[src/inc/delay_counter_consts.svh]
// constants for the delay counter channel and its interrupt steering
`ifndef DELAY_COUNTER_CONSTS_SVH
`define DELAY_COUNTER_CONSTS_SVH
`define MODE_TERM_PULSE   3'h0
`define MODE_ONE_SHOT     3'h1
`define MODE_SW_STROBE    3'h4
`define MODE_HW_STROBE    3'h5
`define ACC_LATCH         2'h0
`define ACC_LOW_ONLY      2'h1
`define ACC_HIGH_ONLY     2'h2
`define ACC_LOW_HIGH      2'h3
`define IRQ_SRC_TIMER     1'h0
`define IRQ_SRC_CONV      1'h1
`endif

[src/inc/delay_counter_pkg.sv]
// types shared by the delay counter channel
package delay_counter_pkg;
    typedef logic [2:0] mode_code_t;
    typedef logic [1:0] access_code_t;
endpackage

[src/rtl/delay_counter.sv]
// down-counter delay channel with four modes and interrupt request steering
`timescale 1ns/100ps
`include "delay_counter_consts.svh"

module delay_counter #(
    parameter int WIDTH = 16
) (
    input  wire logic                          ref_clk,                // system clock
    input  wire logic                          rst_n,                  // async reset
    input  wire logic                          first_counter_clock_in, // counter clock pin
    input  wire logic                          counter_gate_pulse_in,  // gate pin
    input  wire logic                          cascade_timer_output,   // cascaded timer out pin
    input  wire logic                          external_conversion_trigger, // start pin
    input  wire logic                          sw_conv_start,          // software start pulse
    input  wire logic                          conv_done,              // converter end pulse
    input  wire logic                          mode_wr,                // mode write strobe
    input  wire delay_counter_pkg::mode_code_t operating_mode_field,   // mode code
    input  wire delay_counter_pkg::access_code_t byte_access_order_field, // byte order
    input  wire logic                          count_wr,               // count byte write
    input  wire logic [7:0]                    count_byte,             // count byte data
    input  wire logic                          irq_src_sel,            // interrupt source
    output logic                               counter_out,            // channel output
    output logic                               conv_start,             // start to converter
    output logic                               irq_req,                // interrupt request
    output logic [WIDTH-1:0]                   count_value             // current count
);
    // byte sequencer builds exactly two bytes, so no other width can be served
    if (WIDTH != 16) begin : g_width_check
        $error("delay_counter supports WIDTH 16 only");
    end

    logic                             clk_rise;
    logic                             gate_lvl;
    logic                             gate_rise;
    logic                             casc_rise;
    logic                             ext_rise;
    delay_counter_pkg::mode_code_t    mode_ff;
    delay_counter_pkg::access_code_t  acc_ff;
    logic                             hi_next_ff;
    logic [7:0]                       lo_hold_ff;
    logic [WIDTH-1:0]                 reload_ff;
    logic [WIDTH-1:0]                 cnt_ff;
    logic                             armed_ff;
    logic                             running_ff;
    logic                             out_ff;
    logic                             load_pulse;
    logic [WIDTH-1:0]                 load_val;
    logic                             src_ff;
    logic                             irq_ff;
    logic                             start_ff;

    edge_sync u_clk  (.ref_clk(ref_clk), .rst_n(rst_n), .async_in(first_counter_clock_in),
                      .level_out(), .rise_out(clk_rise));
    edge_sync u_gate (.ref_clk(ref_clk), .rst_n(rst_n), .async_in(counter_gate_pulse_in),
                      .level_out(gate_lvl), .rise_out(gate_rise));
    edge_sync u_casc (.ref_clk(ref_clk), .rst_n(rst_n), .async_in(cascade_timer_output),
                      .level_out(), .rise_out(casc_rise));
    edge_sync u_ext  (.ref_clk(ref_clk), .rst_n(rst_n), .async_in(external_conversion_trigger),
                      .level_out(), .rise_out(ext_rise));

    // ==========================================================
    // mode and byte sequencer
    // ==========================================================
    always_ff @(posedge ref_clk or negedge rst_n) begin
        if (!rst_n) begin
            mode_ff <= `MODE_TERM_PULSE;
            acc_ff  <= `ACC_LOW_HIGH;
        end else if (mode_wr) begin
            mode_ff <= operating_mode_field;
            acc_ff  <= byte_access_order_field;
        end
    end

    // low byte first, high byte completes the load; mode write realigns
    always_ff @(posedge ref_clk or negedge rst_n) begin
        if (!rst_n) begin
            hi_next_ff <= 1'h0;
            lo_hold_ff <= 8'h00;
        end else if (mode_wr) begin
            hi_next_ff <= 1'h0;
        end else if (count_wr && acc_ff == `ACC_LOW_HIGH) begin
            hi_next_ff <= ~hi_next_ff;
            if (!hi_next_ff) lo_hold_ff <= count_byte;
        end
    end

    always_comb begin
        load_pulse = 1'h0;
        load_val   = reload_ff;
        if (count_wr && !mode_wr) begin
            unique case (acc_ff)
                `ACC_LOW_ONLY: begin
                    load_pulse = 1'h1;
                    load_val   = {8'h00, count_byte};
                end
                `ACC_HIGH_ONLY: begin
                    load_pulse = 1'h1;
                    load_val   = {count_byte, 8'h00};
                end
                `ACC_LOW_HIGH: begin
                    load_pulse = hi_next_ff;
                    load_val   = {count_byte, lo_hold_ff};
                end
                `ACC_LATCH: begin
                    load_pulse = 1'h0;
                    load_val   = reload_ff;
                end
            endcase
        end
    end

    // ==========================================================
    // counter core
    // ==========================================================
    always_ff @(posedge ref_clk or negedge rst_n) begin
        if (!rst_n) begin
            reload_ff  <= '0;
            cnt_ff     <= '0;
            armed_ff   <= 1'h0;
            running_ff <= 1'h0;
        end else if (load_pulse) begin
            reload_ff <= load_val;
            cnt_ff    <= load_val;
            armed_ff  <= 1'h1;
            // software modes run on load, gated ones wait for a gate rise
            running_ff <= (mode_ff == `MODE_TERM_PULSE) || (mode_ff == `MODE_SW_STROBE);
        end else if (armed_ff && gate_rise &&
                     (mode_ff == `MODE_ONE_SHOT || mode_ff == `MODE_HW_STROBE)) begin
            cnt_ff     <= reload_ff;
            running_ff <= 1'h1;
        end else if (running_ff && clk_rise) begin
            if (mode_ff == `MODE_TERM_PULSE && !gate_lvl) begin
                cnt_ff <= cnt_ff;
            end else if (cnt_ff == '0 || cnt_ff == WIDTH'(1)) begin
                cnt_ff     <= '0;
                running_ff <= 1'h0;
            end else begin
                cnt_ff <= cnt_ff - WIDTH'(1);
            end
        end
    end

    logic timeout;
    assign timeout = running_ff && clk_rise && (cnt_ff == '0 || cnt_ff == WIDTH'(1)) &&
                     !(mode_ff == `MODE_TERM_PULSE && !gate_lvl);

    // strobe low lasts until the next counter clock edge, a load, or in hardware strobe mode an armed gate rise
    always_ff @(posedge ref_clk or negedge rst_n) begin
        if (!rst_n) begin
            out_ff <= 1'h1;
        end else begin
            unique case (mode_ff)
                `MODE_TERM_PULSE: begin
                    if (load_pulse) out_ff <= 1'h0;
                    else if (timeout) out_ff <= 1'h1;
                end
                `MODE_ONE_SHOT: begin
                    if (armed_ff && gate_rise && !load_pulse) out_ff <= 1'h0;
                    else if (timeout) out_ff <= 1'h1;
                end
                `MODE_SW_STROBE, `MODE_HW_STROBE: begin
                    if (load_pulse) out_ff <= 1'h1;
                    else if (armed_ff && gate_rise && mode_ff == `MODE_HW_STROBE)
                        out_ff <= 1'h1;
                    else if (timeout) out_ff <= 1'h0;
                    else if (clk_rise) out_ff <= 1'h1;
                end
                default: out_ff <= 1'h1;
            endcase
        end
    end

    // ==========================================================
    // conversion start and interrupt steering
    // ==========================================================
    always_ff @(posedge ref_clk or negedge rst_n) begin
        if (!rst_n) begin
            src_ff   <= `IRQ_SRC_TIMER;
            start_ff <= 1'h0;
            irq_ff   <= 1'h0;
        end else begin
            src_ff   <= irq_src_sel;
            start_ff <= ext_rise | sw_conv_start;
            irq_ff   <= (src_ff == `IRQ_SRC_CONV) ? conv_done : casc_rise;
        end
    end

    assign counter_out = out_ff;
    assign conv_start  = start_ff;
    assign irq_req     = irq_ff;
    assign count_value = cnt_ff;

    AST_LOAD_LOW: assert property (@(posedge ref_clk) disable iff (!rst_n)
        (load_pulse && mode_ff == `MODE_TERM_PULSE && !mode_wr) |=> !counter_out)
        else $error("output not low after load");
    AST_GATE_HOLD: assert property (@(posedge ref_clk) disable iff (!rst_n)
        (running_ff && mode_ff == `MODE_TERM_PULSE && !gate_lvl && !load_pulse)
        |=> $stable(cnt_ff))
        else $error("count moved with gate low");
    AST_TC_HIGH: assert property (@(posedge ref_clk) disable iff (!rst_n)
        (mode_ff == `MODE_TERM_PULSE && !mode_wr && timeout && !load_pulse) |=> counter_out)
        else $error("output not high at zero");
    AST_RETRIG: assert property (@(posedge ref_clk) disable iff (!rst_n)
        (armed_ff && gate_rise && !load_pulse && !mode_wr && mode_ff == `MODE_ONE_SHOT)
        |=> (cnt_ff == reload_ff) && !counter_out)
        else $error("one-shot did not restart");
    AST_SHOT_RUN: assert property (@(posedge ref_clk) disable iff (!rst_n)
        (mode_ff == `MODE_ONE_SHOT && running_ff && clk_rise && !gate_rise && !load_pulse &&
         !mode_wr && cnt_ff > WIDTH'(1)) |=> cnt_ff == $past(cnt_ff) - WIDTH'(1))
        else $error("one-shot paused");
    AST_STROBE: assert property (@(posedge ref_clk) disable iff (!rst_n)
        (mode_ff == `MODE_SW_STROBE && !mode_wr && timeout && !load_pulse) |=> !counter_out)
        else $error("no strobe at timeout");
    AST_HW_START: assert property (@(posedge ref_clk) disable iff (!rst_n)
        (mode_ff == `MODE_HW_STROBE && !mode_wr && armed_ff && gate_rise && !load_pulse)
        |=> counter_out && running_ff)
        else $error("hardware strobe did not start");
    AST_IRQ: assert property (@(posedge ref_clk) disable iff (!rst_n)
        (src_ff == `IRQ_SRC_CONV && conv_done) |=> irq_req)
        else $error("missed conversion interrupt");
endmodule

[src/rtl/edge_sync.sv]
// two-flop synchroniser with rising edge pulse
`timescale 1ns/100ps
module edge_sync (
    input  wire logic ref_clk,   // system clock
    input  wire logic rst_n,     // async reset, active low
    input  wire logic async_in,  // pin level from outside
    output logic      level_out, // synchronised level
    output logic      rise_out   // one-cycle pulse on rising edge
);
    logic meta_ff;
    logic sync_ff;
    logic prev_ff;

    always_ff @(posedge ref_clk or negedge rst_n) begin
        if (!rst_n) begin
            meta_ff <= 1'h0;
            sync_ff <= 1'h0;
            prev_ff <= 1'h0;
        end else begin
            meta_ff <= async_in;
            sync_ff <= meta_ff;
            prev_ff <= sync_ff;
        end
    end

    assign level_out = sync_ff;
    assign rise_out  = sync_ff & ~prev_ff;
endmodule

[config.mk]
export PLATFORM = sky130hd
export DESIGN_NAME = delay_counter
export DESIGN_NICKNAME = d
export VERILOG_FILES = /design/src/inc/delay_counter_pkg.sv /design/src/rtl/delay_counter.sv /design/src/rtl/edge_sync.sv
export VERILOG_INCLUDE_DIRS = /design/src /design/src/inc
export SDC_FILE = /design/constraint.sdc
export NUM_CORES = 1
export LEC_CHECK = 0
export BUFFER_PORTS_ARGS = -buffer_cell sky130_fd_sc_hd__buf_2
export CORE_MARGIN = 10
export CORE_UTILIZATION = 45
export CTS_CLUSTER_SIZE = 30
export DETAILED_ROUTE_END_ITERATION = 6
export GPL_ROUTABILITY_DRIVEN = 0
export GPL_TIMING_DRIVEN = 0
export MAX_ROUTING_LAYER = met4
export PLACE_DENSITY = 0.67
export SLEW_MARGIN = 10
export SYNTH_ARGS = -nofsm -noshare
export SYNTH_HDL_FRONTEND = slang
export SYNTH_HIERARCHICAL = 1
export SYNTH_SLANG_ARGS = --single-unit
[constraint.sdc]
create_clock -name ref_clk -period 2.1 [get_ports ref_clk]
set_input_delay 0.105 -clock ref_clk [delete_from_list [all_inputs] [get_ports ref_clk]]
set_output_delay 0.105 -clock ref_clk [all_outputs]
set_load 0.005 [all_outputs]
## Word-level counts from Yosys, hierarchy flattened

Cells that the tools add are included.
W data, S select, Z words.

| storage, ports and cells | value |
|---|---|
| output and inout port bits | 19 |
| bits in registers | 64 |
| word-level logic and storage cells | 98 |

| operators by class | value |
|---|---|
| equality and inequality tests | 9 |
| reduce and logical (&&, ||, !) cells | 28 |
| $add $sub $neg | 1 |
| bitwise gates (word level) | 11 |
| mux-type cells | 25 |

Operators with widths:

| operator | count |
|---|---|
| $mux W16 | 6 |
| $pmux W16 S4 | 1 |
| $eq A16 B1 Y1 const B | 1 |
| $logic_not A16 Y1 | 1 |
| $mux W1 | 16 |
| $sub A16 B1 Y16 const B | 1 |
| $logic_and A1 B1 Y1 | 10 |
| $eq A3 B3 Y1 const B | 2 |
| $not A1 Y1 | 6 |
| $pmux W1 S3 | 2 |
| $reduce_and A3 Y1 | 2 |
| $reduce_bool A3 Y1 | 2 |
| $ne A5 B5 Y1 const B | 1 |
| $and A1 B1 Y1 | 4 |
| $eq A2 B2 Y1 const B | 2 |
| $logic_not A1 Y1 | 4 |
| $reduce_or A2 Y1 | 2 |
| $eq A3 B1 Y1 const B | 1 |
| $logic_not A3 Y1 | 1 |
| $logic_or A1 B1 Y1 | 3 |
| $ne A3 B3 Y1 const B | 1 |
| $eq A2 B1 Y1 const B | 1 |
| $logic_not A2 Y1 | 1 |
| $reduce_and A2 Y1 | 1 |
| other kinds (2) | 2 |

## Longest topological paths before layout

Gate-level depths: netlist of the first run.

| logic depth | value |
|---|---|
| depth in word-level cells | 9 |
| gate-level depth with buffers | 8 |
| gate-level depth less buffers | 7 |

## Cells and area by module

The synthesis of the first run kept the hierarchy.

Modules (own cells, without submodules):

| module | times used | cells each | sequential area each (µm²) | area each (µm²) |
|---|---|---|---|---|
| delay_counter | 1 | 266 | 1,305.0 | 2,743.9 |
| edge_sync | 4 | 4 | 75.1 | 88.8 |

## Worst setup path after synthesis of the first run

No wires, ideal clock.

| path | value |
|---|---|
| path type | register to register |
| start | reg cnt_ff[10], in the netlist count_value[10] |
| end | reg cnt_ff[2], in the netlist count_value[2] |
| path buffers | 0 |
| cell stages (with the launch flop) | 6 |
| slack | -0.013 ns |
| arrival | 1.975 ns |
| data required time | 1.962 ns |
| cell sequence | dfrtp_1 -> or4_4 -> nor4_4 -> a211oi_1 -> a221oi_1 -> o2bb2ai_1 |

| on the way | value |
|---|---|
| longest elaborated chain between the ends | 7 |
| elaborated cells on any way between the ends | 8 |
| classes of those cells | eq/ne (1); mux (5); reduce/logical (2) |

Ends and longest elaborated chain:

| what | line | source |
|---|---|---|
| start, declared | delay_counter.sv:42 | `logic [WIDTH-1:0] cnt_ff;` |
| start signal, assigned | delay_counter.sv:123 | `cnt_ff <= load_val;` |
| start signal, assigned | delay_counter.sv:129 | `cnt_ff <= reload_ff;` |
| start signal, assigned | delay_counter.sv:133 | `cnt_ff <= cnt_ff;` |
| $eq A16 B1 Y1 / $logic_not A16 Y1 (equally long branches) | delay_counter.sv:134 | `end else if (cnt_ff == '0 \|\| cnt_ff == WIDTH'(1)) begin` |
| $logic_or A1 B1 Y1 (*) | delay_counter.sv:134 |  |
| $mux W16 (*) | delay_counter.sv:134 |  |
| $mux W16 (*) | delay_counter.sv:132 | `` if (mode_ff == `MODE_TERM_PULSE && !gate_lvl) begin `` |
| $mux W16 (*) | delay_counter.sv:131 | `end else if (running_ff && clk_rise) begin` |
| $mux W16 (*) | delay_counter.sv:127 | `end else if (armed_ff && gate_rise &&` |
| $mux W16 (*) | delay_counter.sv:121 | `end else if (load_pulse) begin` |

Mark *: on every way between the ends. The rest lies on a longest branch, timed or not. The select of a mux whose other input is x is not followed.
A chain may end at the register's enable or synchronous reset.

## Worst setup path after layout of the first run

| path | value |
|---|---|
| start | reg mode_ff[2] |
| end | reg cnt_ff[13], in the netlist count_value[13] |

| on the way | value |
|---|---|
| longest elaborated chain between the ends | 5 |
| elaborated cells on any way between the ends | 11 |
| classes of those cells | eq/ne (3); mux (2); reduce/logical (6) |

Ends and longest elaborated chain:

| what | line | source |
|---|---|---|
| start, declared | delay_counter.sv:37 | `delay_counter_pkg::mode_code_t mode_ff;` |
| start signal, assigned | delay_counter.sv:66 | `` mode_ff <= `MODE_TERM_PULSE; `` |
| start signal, assigned | delay_counter.sv:69 | `mode_ff <= operating_mode_field;` |
| $eq A3 B1 Y1 / $eq A3 B3 Y1 (equally long branches) | -- |  |
| $logic_or A1 B1 Y1 (no source line) | -- |  |
| $logic_and A1 B1 Y1 | delay_counter.sv:127 |  |
| $ne A3 B3 Y1 (no source line) (tied with other cells) | -- |  |
| $reduce_and A2 Y1 (no source line) / $mux W16 (equally long branches) | -- |  |
| end signal, assigned | delay_counter.sv:129 |  |
| end signal, assigned | delay_counter.sv:133 |  |
| end signal, assigned | delay_counter.sv:138 | `cnt_ff <= cnt_ff - WIDTH'(1);` |

Parallel ways exist; a longest one is shown, timed or not.

==> results.sh, run 1 <==
export IMPL_grt_use_total_pct=15.2
export IMPL_grt_max_degree=65
export IMPL_critPathLaunchType="flop"
export IMPL_ys_seq_area_share_pct=51.8
export IMPL_drcViolationCount=0
export IMPL_syn_inst=282
export IMPL_overflow=0
export IMPL_wl_mm=7.38
export IMPL_cts_htree_levels=3
export IMPL_dpl_cell_area_um2=3410
export IMPL_worstSetupEndpoint="count_value[13]"
export IMPL_cp_depth=7
export IMPL_worstPathRequired_ps=2330
export IMPL_fin_area_um2=3920
export IMPL_seq_area_um2=1610
export IMPL_p_seq_share_pct=45.8
export IMPL_crit_path_cell_trace="or4_4 > and3_4 > or3_4 > buf_6 > buf_6 > o22ai_1 > nor2_1"
export IMPL_ys_flop_type="dfrtp_1"
export IMPL_antenna_found_initial=0
export IMPL_power_density_nw_per_um2=1010
export IMPL_grt_pass1_vias=2473
export IMPL_worst_setup_path_end_kind="flop"
export IMPL_core_area_um2=6760
export IMPL_p_sw_w=0.00131
export IMPL_cts_root_buf="clkbuf_8"
export IMPL_slowest_delay_ps=530
export IMPL_cts_tree="built"
export IMPL_fin_nets=386
export IMPL_clkLatencyLatePin_ps=340
export IMPL_p_leak_nw=1.76
export IMPL_internal_power_w=0.00265
export IMPL_synthArstFlopShare_pct=100
export IMPL_hold_violations=0
export IMPL_n_antenna_cell=0
export IMPL_synth_nets=309
export IMPL_die_area_um2=10600
export IMPL_tns_ps=0
export IMPL_maxSlewHeadroom_pct=47.1
export IMPL_path_clk_slew_ps=70
export IMPL_fin_crit_sh_pct=97.2
export IMPL_crit_family="simple AND/OR/NAND/NOR gates"
export IMPL_cts_buffers=9
export IMPL_r2r_setup_slack_ps=60
export IMPL_grtUsageMet2_pct=23.9
export IMPL_r2r_start="mode_ff[2]"
export IMPL_total_power_w=0.00397
export IMPL_crit_arrival_ps=2270
export IMPL_initial_utilization_pct=45.9
export IMPL_reg2reg_to="count_value[13]"
export IMPL_path_buf_inv=2
export IMPL_clkPwrFrac_pct=22.7
export IMPL_crit_type="flop to flop"
export IMPL_grt_met3_usage_pct=2.68
export IMPL_wl_per_cell_um=16.6
export IMPL_ant_nets=0
export IMPL_rows=30
export IMPL_multi_input_area_um2=1540
export IMPL_yosys_warnings=6
export IMPL_drtIter0Drc=120
export IMPL_ys_ff_latch=64
export IMPL_fillCellCount=590
export IMPL_grt_pass1_wl_mm=12.1
export IMPL_crit_top_cell="buf_6"
export IMPL_slew_viol_final=0
export IMPL_cp_max_fo=10
export IMPL_die_h_um=103
export IMPL_drive_gt1_share_pct=35.4
export IMPL_cts_buffer_depth=2
export IMPL_reg2reg_depth=7
export IMPL_cp_slowest_cell="or4_4"
export IMPL_worst_slew_pin_slew_ps=794
export IMPL_synth_distinct_cells=60
export IMPL_first_pass_iters=4
export IMPL_clkSinkCount=64
export IMPL_grtUsageMet1_pct=18.6
export IMPL_synth_area_per_cell_um2=11.0
export IMPL_synth_edff_count=0
export IMPL_setup_viol=0
export IMPL_vias=2502
export IMPL_hold_path_class="primary input to flop"
export IMPL_viasPerCell=5.64
export IMPL_pwr_share_comb_pct=31.4
export IMPL_io_buffers=41
export IMPL_max_freq_mhz=490
export IMPL_die_w_um=103
export IMPL_ir_worst_vdd_uv=382
export IMPL_ios=43
export IMPL_final_min_clock_period_ps=2040
export IMPL_syn_area_um2=3100
export IMPL_clock_skew_final_ps=8.93
export IMPL_syn2layout_area_growth_pct=26.6
export IMPL_maxCapViolations=0
export IMPL_p_sw_share_pct=33.1
export IMPL_outcome="completed"
export IMPL_busiest_layer="met2"
export IMPL_crit_start="mode_ff[2]"
export IMPL_hpwl_mm=5.16
-- power by group through the flow --
| stage | sequential (W) | clock [W] | combinational, W |
|---|---|---|---|
| after floorplan | 0.00180 | 0 | 0.000669 |
| after global placement | 0.00184 | 0 | 0.00101 |
| after detailed placement | 0.00185 | 0 | 0.00103 |
| after CTS | 0.00180 | 0.000925 | 0.00118 |
| after global routing | 0.00187 | 0.000961 | 0.00139 |
| final | 0.00182 | 0.000902 | 0.00125 |
-- sequential cells by signal, summed over array words and instances, names as in the netlist, 2 cells and up --
register / flops
mode_ff: 3
reload_ff: 16
lo_hold_ff: 8
acc_ff: 2
count_value: 16
-- worst min-delay path by stage --
stage | start | end | slack (ps) | cells past startpoint
4_1_cts | count_byte[0] | reload_ff[8] | 10 | 3
3_3_place_gp | external_conversion_trigger | u_ext/meta_ff | 210 | 1
2_1_floorplan | rst_n | armed_ff | -190 | 0
3_5_place_dp | counter_gate_pulse_in | u_gate/meta_ff | 210 | 1
6_report | count_byte[3] | lo_hold_ff[3] | 20 | 2
5_1_grt | count_byte[3] | lo_hold_ff[3] | 40 | 2
-- synth_stat cells, drive strengths merged (2+ instances only) --
master | number | share of area (%)
o221a | 4 | 1.5
nor4 | 3 | 1.1
a21oi | 9 | 1.5
a22o | 5 | 1.4
nor2 | 36 | 4.4
mux2i | 7 | 2.3
o22a | 2 | 0.57
nor2b | 6 | 2.2
nand3 | 6 | 1.1
or3 | 5 | 1.1
or2 | 8 | 1.6
buf | 6 | 0.97
ha | 3 | 1.2
a211oi | 3 | 0.73
a32o | 4 | 1.3
dfstp | 3 | 2.5
mux2 | 15 | 5.5
o311ai | 2 | 0.57
a221oi | 7 | 2.2
inv | 2 | 0.24
o211ai | 2 | 0.48
o21a | 3 | 0.73
o21ai | 11 | 1.8
a21o | 9 | 2.2
a31oi | 5 | 1.0
clkbuf | 4 | 0.48
or4 | 2 | 0.61
dfrtp | 61 | 49
o2bb2ai | 4 | 1.1
nor3 | 9 | 1.5
nand2 | 16 | 1.9
nand2b | 5 | 1.3
-- routing by layer --
layer,vias up,share of wire (%)
met2,60,48
met5,-,0
met4,0,1.9
met3,11,4.6
met1,1227,45
li1,1204,-
-- per-stage QoR --
stage | setup WS [ps] | instances | utilization, % | hold WS [ps]
after floorplan | 6.32 | 282 | - | -191
final | 58.7 | 444 | 58.1 | 23.8
after global routing | -16.5 | 444 | 58.1 | 39.0
after detailed placement | -229 | 403 | 50.5 | 215
after global placement | -230 | 403 | 50.5 | 213
after CTS | 6.21 | 441 | 56.7 | 13.0
-- logic make-up (layout without fill, tap and decap cells) --
group | Yosys count | in the layout | share of synthesized area (%)
adders and majority gates | 3 | 3 | 1.21
buffers and inverters | 12 | 94 | 1.70
muxes | 22 | 22 | 7.71
xor gates and xnor gates | 1 | 1 | 0.283
AOI/OAI and AO/OA | 76 | 76 | 18.6
and+or+nand+nor | 104 | 104 | 18.7
DFF | 64 | 64 | 51.8
-- placed cells by master (no fill, tap or decap), types with 4 or more instances in the layout --
master         netlist  final
o2bb2ai_1            4      4
buf_2                3     42
nand3_1              5      5
a22o_1               5      5
dfrtp_1             61     57
dlygate4sd3_1        0     13
a31oi_1              5      5
o21ai_0              9      9
buf_4                1     15
clkbuf_8             0     10
a221oi_1             6      6
dfrtp_2              0      4
nor3_1               9      6
or2_2                8      8
nor2_1              36     35
clkbuf_1             4      6
a21oi_1              9      9
mux2i_1              7      7
a21o_1               9      9
nor2b_4              4      4
nand2b_1             4      4
nand2_1             16     16
or3_4                0      4
mux2_2              14     14
a32o_1               4      4
-- layout make-up --
type / instances / share of cell area [%]
Tap cell: 80 / 2.55
Buffer: 9 / 1.75
Multi-Input combinational cell: 206 / 39.3
Sequential cell: 64 / 41.0
Clock buffer: 15 / 3.99
Inverter: 2 / 0.191
Clock inverter: 1 / 0.128
Timing Repair Buffer: 67 / 11.1
-- repair_timing --
| item | 4_1_cts | 5_1_grt |
|---|---|---|
| hold buffers | 13 | 0 |
| setup buffers | 9 | 4 |
| gates resized for setup | 15 | 23 |
| pin swaps | 2 | 6 |
| setup endpoints to repair | 27 | 26 |
| endpoints found under the hold margin | 73 | 0 |
No activity file was read; power rests on OpenSTA's default activity.
==> run 2: changes to the inputs <==
- CORE_MARGIN: 10 -> 5
==> results.sh, run 2 (synthesis results as in run 1) <==
export IMPL_drive_gt1_share_pct=36.5
export IMPL_antenna_found_initial=0
export IMPL_clkLatencyLatePin_ps=340
export IMPL_ir_worst_vdd_uv=361
export IMPL_hpwl_mm=4.85
export IMPL_io_buffers=41
export IMPL_drcViolationCount=0
export IMPL_overflow=0
export IMPL_clock_skew_final_ps=6.14
export IMPL_p_leak_nw=1.75
export IMPL_holdWs_ps=26.5
export IMPL_mostFrequentLayoutCell="dfrtp_1"
export IMPL_viasPerCell=5.63
export IMPL_wl_mm=7.15
export IMPL_reg2reg_depth=6
export IMPL_cp_max_fo=5
export IMPL_die_h_um=93.0
export IMPL_cts_htree_levels=3
export IMPL_first_pass_iters=5
export IMPL_cts_root_buf="clkbuf_8"
export IMPL_worstPathRequired_ps=2370
export IMPL_cts_buffer_depth=2
export IMPL_rows=30
export IMPL_slew_viol_final=0
export IMPL_wl_per_cell_um=16.2
export IMPL_grt_max_degree=65
export IMPL_final_min_clock_period_ps=2040
export IMPL_rsz0062_at_grt="yes"
export IMPL_die_area_um2=8650
export IMPL_outcome="completed"
export IMPL_clkSinkCount=64
export IMPL_grt_met3_usage_pct=3.38
export IMPL_syn2layout_area_growth_pct=26.6
export IMPL_grt_pass1_wl_mm=12.1
export IMPL_worst_slew_pin_slew_ps=800
export IMPL_grtUsageMet1_pct=24.0
export IMPL_fin_nets=384
export IMPL_hold_path_class="primary input to flop"
export IMPL_fin_crit_sh_pct=97.1
export IMPL_ant_nets=0
export IMPL_maxCapViolations=0
export IMPL_grt_use_total_pct=18.4
export IMPL_max_freq_mhz=491
export IMPL_crit_arrival_ps=2310
export IMPL_initial_utilization_pct=45.9
export IMPL_setup_viol=0
export IMPL_vias=2490
export IMPL_critPathLaunchType="flop"
export IMPL_n_antenna_cell=0
export IMPL_busiest_layer="met2"
export IMPL_final_cell_mix="dfrtp_1 (57), buf_2 (43), nor2_1 (34)"
export IMPL_grt_pass1_vias=2503
export IMPL_ios=43
export IMPL_min_path_cells=2
export IMPL_path_clk_slew_ps=70
export IMPL_cts_tree="built"
export IMPL_grtUsageMet2_pct=28.1
export IMPL_crit_type="flop to flop"
export IMPL_core_area_um2=6760
export IMPL_hold_violations=0
export IMPL_maxSlewHeadroom_pct=46.7
export IMPL_worst_setup_path_end_kind="flop"
export IMPL_die_w_um=93.0
export IMPL_total_power_w=0.00395
export IMPL_power_density_nw_per_um2=1010
export IMPL_cts_buffers=9
export IMPL_drtIter0Drc=154
run 2: power by group:
part / internal [W] / switching [W] / total, W
Combinational: 0.000625 / 0.000576 / 0.00120
Sequential: 0.00154 / 0.000292 / 0.00183
Clock: 0.000424 / 0.000501 / 0.000925
run 2: path summary, 6_finish.rpt:
check | start | to | slack, ps
max | count_value[9] | counter_out | 60
min | mode_wr | hi_next_ff | 30
max reg2reg | count_value[9] | counter_out | 60
min reg2reg | u_gate/meta_ff | u_gate/level_out | 350
max in group asynchronous | rst_n | count_value[8] | 1130
min in group asynchronous | rst_n | u_gate/meta_ff | 400
run 2: worst max-delay path: stages (launching register included):
cell and delay [ps]:
dfrtp_2 440, or4_4 570, nor4_4 140, buf_4 190, nand3_2 100, a22o_1 240
a221o_1 290
run 2: per-layer routing:
metal	wire length, um	up-vias
li1	-	1196
met1	3270	1230
met2	3430	57
met3	359	7
met4	90	0
met5	0	-
run 2: through the flow:
stage	setup TNS (ps)	setup WS, ps	instance area (um2)	cells	utilization (%)
after floorplan	0	6.32	3110	282	-
after global placement	-4250	-226	3410	403	50.5
after detailed placement	-4400	-240	3410	403	50.5
after CTS	0	3.96	3840	440	56.8
after global routing	-28.5	-19.9	3930	442	58.1
final	0	61.7	3930	442	58.1
run 2: final cells by class:
class / count / area [um2]
Buffer: 9 / 65.1
Clock buffer: 9 / 124
Clock inverter: 7 / 48.8
Fill cell: 584 / 2830
Inverter: 2 / 7.51
Multi-Input combinational cell: 206 / 1550
Sequential cell: 64 / 1610
Tap cell: 80 / 100
Timing Repair Buffer: 65 / 420
run 2: repair_timing:
action | in CTS | in global routing
hold buffers | 13 | 0
endpoints found under the hold margin | 73 | 0
buffers inserted | 8 | 3
pin swaps | 2 | 7
setup endpoints to repair | 27 | 20
resized for setup | 16 | 19
==> run 3: changes to the inputs <==
- CELL_PAD_IN_SITES_DETAIL_PLACEMENT: default -> 2
- CELL_PAD_IN_SITES_GLOBAL_PLACEMENT: default -> 2
- CORE_UTILIZATION: 45 -> 34
- PLACE_DENSITY: 0.67 -> default
- PLACE_DENSITY_LB_ADDON: default -> 0.12
- clock period: 2.1 -> 1.8 ns (I/O delays scaled with it)
==> results.sh, run 3 (synthesis results as in run 1) <==
export IMPL_viasPerCell=5.44
export IMPL_final_min_clock_period_ps=2160
export IMPL_die_area_um2=11100
export IMPL_ir_worst_vdd_uv=450
export IMPL_ant_nets=0
export IMPL_cts_buffers=9
export IMPL_worst_setup_path_end_kind="flop"
export IMPL_crit_arrival_ps=2390
export IMPL_final_cell_mix="dfrtp_1 (57), buf_2 (42), nor2_1 (28), buf_4 (28), nand2_1 (15)"
export IMPL_internal_power_w=0.00346
export IMPL_drcViolationCount=0
export IMPL_io_buffers=41
export IMPL_worst_slew_pin_slew_ps=588
export IMPL_p_sw_share_pct=34.3
export IMPL_die_w_um=105
export IMPL_cp_slowest_cell="or4_4"
export IMPL_vias=2673
export IMPL_hold_path_class="primary input to flop"
export IMPL_initial_utilization_pct=35.2
export IMPL_first_pass_iters=4
export IMPL_max_freq_mhz=462
export IMPL_grt_max_degree=38
export IMPL_ios=43
export IMPL_holdWs_ps=10.0
export IMPL_outcome="finished, violations left"
export IMPL_setup_ws_ps=-365
export IMPL_mostFrequentLayoutCell="dfrtp_1"
export IMPL_p_sw_w=0.00181
export IMPL_r2r_setup_slack_ps=-360
export IMPL_maxCapViolations=0
export IMPL_failed_checks="setup timing"
export IMPL_syn2layout_area_growth_pct=39.6
export IMPL_n_antenna_cell=0
export IMPL_fin_nets=405
export IMPL_cts_htree_levels=3
export IMPL_maxSlewHeadroom_pct=60.7
export IMPL_setup_viol=18
export IMPL_drive_gt1_share_pct=44.9
export IMPL_cts_buffer_depth=2
export IMPL_clkSinkCount=64
export IMPL_clock_skew_final_ps=13.1
export IMPL_crit_path_cell_trace="or4_4 > nor4_4 > buf_4 > a211o_2 > buf_8 > a31oi_1 > o221a_1"
export IMPL_clkLatencyLatePin_ps=350
export IMPL_hold_violations=0
export IMPL_p_seq_share_pct=41.1
export IMPL_crit_start="count_value[9]"
export IMPL_wl_per_cell_um=20.7
export IMPL_worstPathRequired_ps=2030
export IMPL_seq_area_um2=1610
export IMPL_die_h_um=105
export IMPL_wl_mm=10.2
export IMPL_clkPwrFrac_pct=27.0
export IMPL_power_density_nw_per_um2=1220
export IMPL_core_area_um2=8810
export IMPL_r2r_start="count_value[9]"
export IMPL_multi_input_area_um2=1640
export IMPL_crit_type="flop to flop"
export IMPL_grt_pass1_vias=2879
export IMPL_antenna_found_initial=0
export IMPL_grt_pass1_wl_mm=15.6
export IMPL_p_leak_nw=1.93
export IMPL_path_buf_inv=2
export IMPL_path_clk_slew_ps=80
export IMPL_slew_viol_final=0
export IMPL_rsz0062_at_grt="yes"
export IMPL_pwr_share_comb_pct=32.0
export IMPL_drtIter0Drc=88
export IMPL_tns_ps=-5180
export IMPL_rows=34
export IMPL_grt_use_total_pct=18.3
export IMPL_total_power_w=0.00527
export IMPL_hpwl_mm=6.30
export IMPL_critPathLaunchType="flop"
export IMPL_fin_crit_sh_pct=120
export IMPL_overflow=0
export IMPL_holdCritStartpoint="count_byte[3]"
export IMPL_cts_tree="built"
export IMPL_fillCellCount=909
export IMPL_crit_family="simple AND/OR/NAND/NOR gates"
export IMPL_slowest_delay_ps=560
export IMPL_cp_max_fo=10
export IMPL_cts_root_buf="clkbuf_8"
==> run 3: cell types whose count changed in the layout (fill, tap and decap cells not counted), sizes merged <==
cell / delta
clkbuf: +1
bufinv: +2
clkinvlp: -3
buf: +21
==> run 3: path summary, 6_finish.rpt <==
check / to / cells after the start
max: count_value[10] / 7
min: lo_hold_ff[3] / 2
max reg2reg: count_value[10] / 7
min reg2reg: u_ext/level_out / 0
max in group asynchronous: acc_ff[1] / 3
min in group asynchronous: irq_req / 2
==> run 3: metal layers <==
metal	wire length, um	global-route usage, %	vias up	part of all wire (%)
met5	0	-	-	0
met4	153	6.75	0	1.5
met3	354	3.36	19	3.5
met2	4970	28.6	50	49
met1	4680	23.9	1365	46
li1	-	-	1239	-
==> run 3: cell type report <==
| class | instances | share of cell area, % |
|---|---|---|
| timing repair buffer | 86 | 14.4 |
| clock buffer | 10 | 2.95 |
| tap | 108 | 3.12 |
| multi-input combinational | 206 | 37.9 |
| sequential | 64 | 37.2 |
| clock inverter | 6 | 2.17 |
| inverter | 2 | 0.174 |
| buffer | 9 | 2.14 |
==> run 3: metrics by stage <==
step	instance area (um2)	std cells	util, %	setup slack (ps)
detailed placement	3510	432	39.9	-569
global placement	3490	431	39.6	-551
global route	4330	491	49.1	-433
finish	4330	491	49.1	-365
floorplan	3150	282	-	-215
CTS	4160	479	47.2	-346
==> run 3: power by group through the flow <==
stage	clock [W]	combinational (W)	sequential, W
2_1_floorplan	0	0.000815	0.00211
3_3_place_gp	0	0.00124	0.00217
3_5_place_dp	0	0.00127	0.00219
4_1_cts	0.00144	0.00153	0.00215
5_1_grt	0.00154	0.00184	0.00222
6_report	0.00142	0.00169	0.00217
==> run 3: what timing repair did <==
| item | CTS | global route |
|---|---|---|
| pin swaps | 4 | 18 |
| buffers inserted | 18 | 13 |
| cloned | 1 | 0 |
| hold endpoints to repair | 39 | 0 |
| gates resized for setup | 37 | 26 |
| endpoints found under the setup margin | 35 | 39 |
| hold buffers | 13 | 0 |
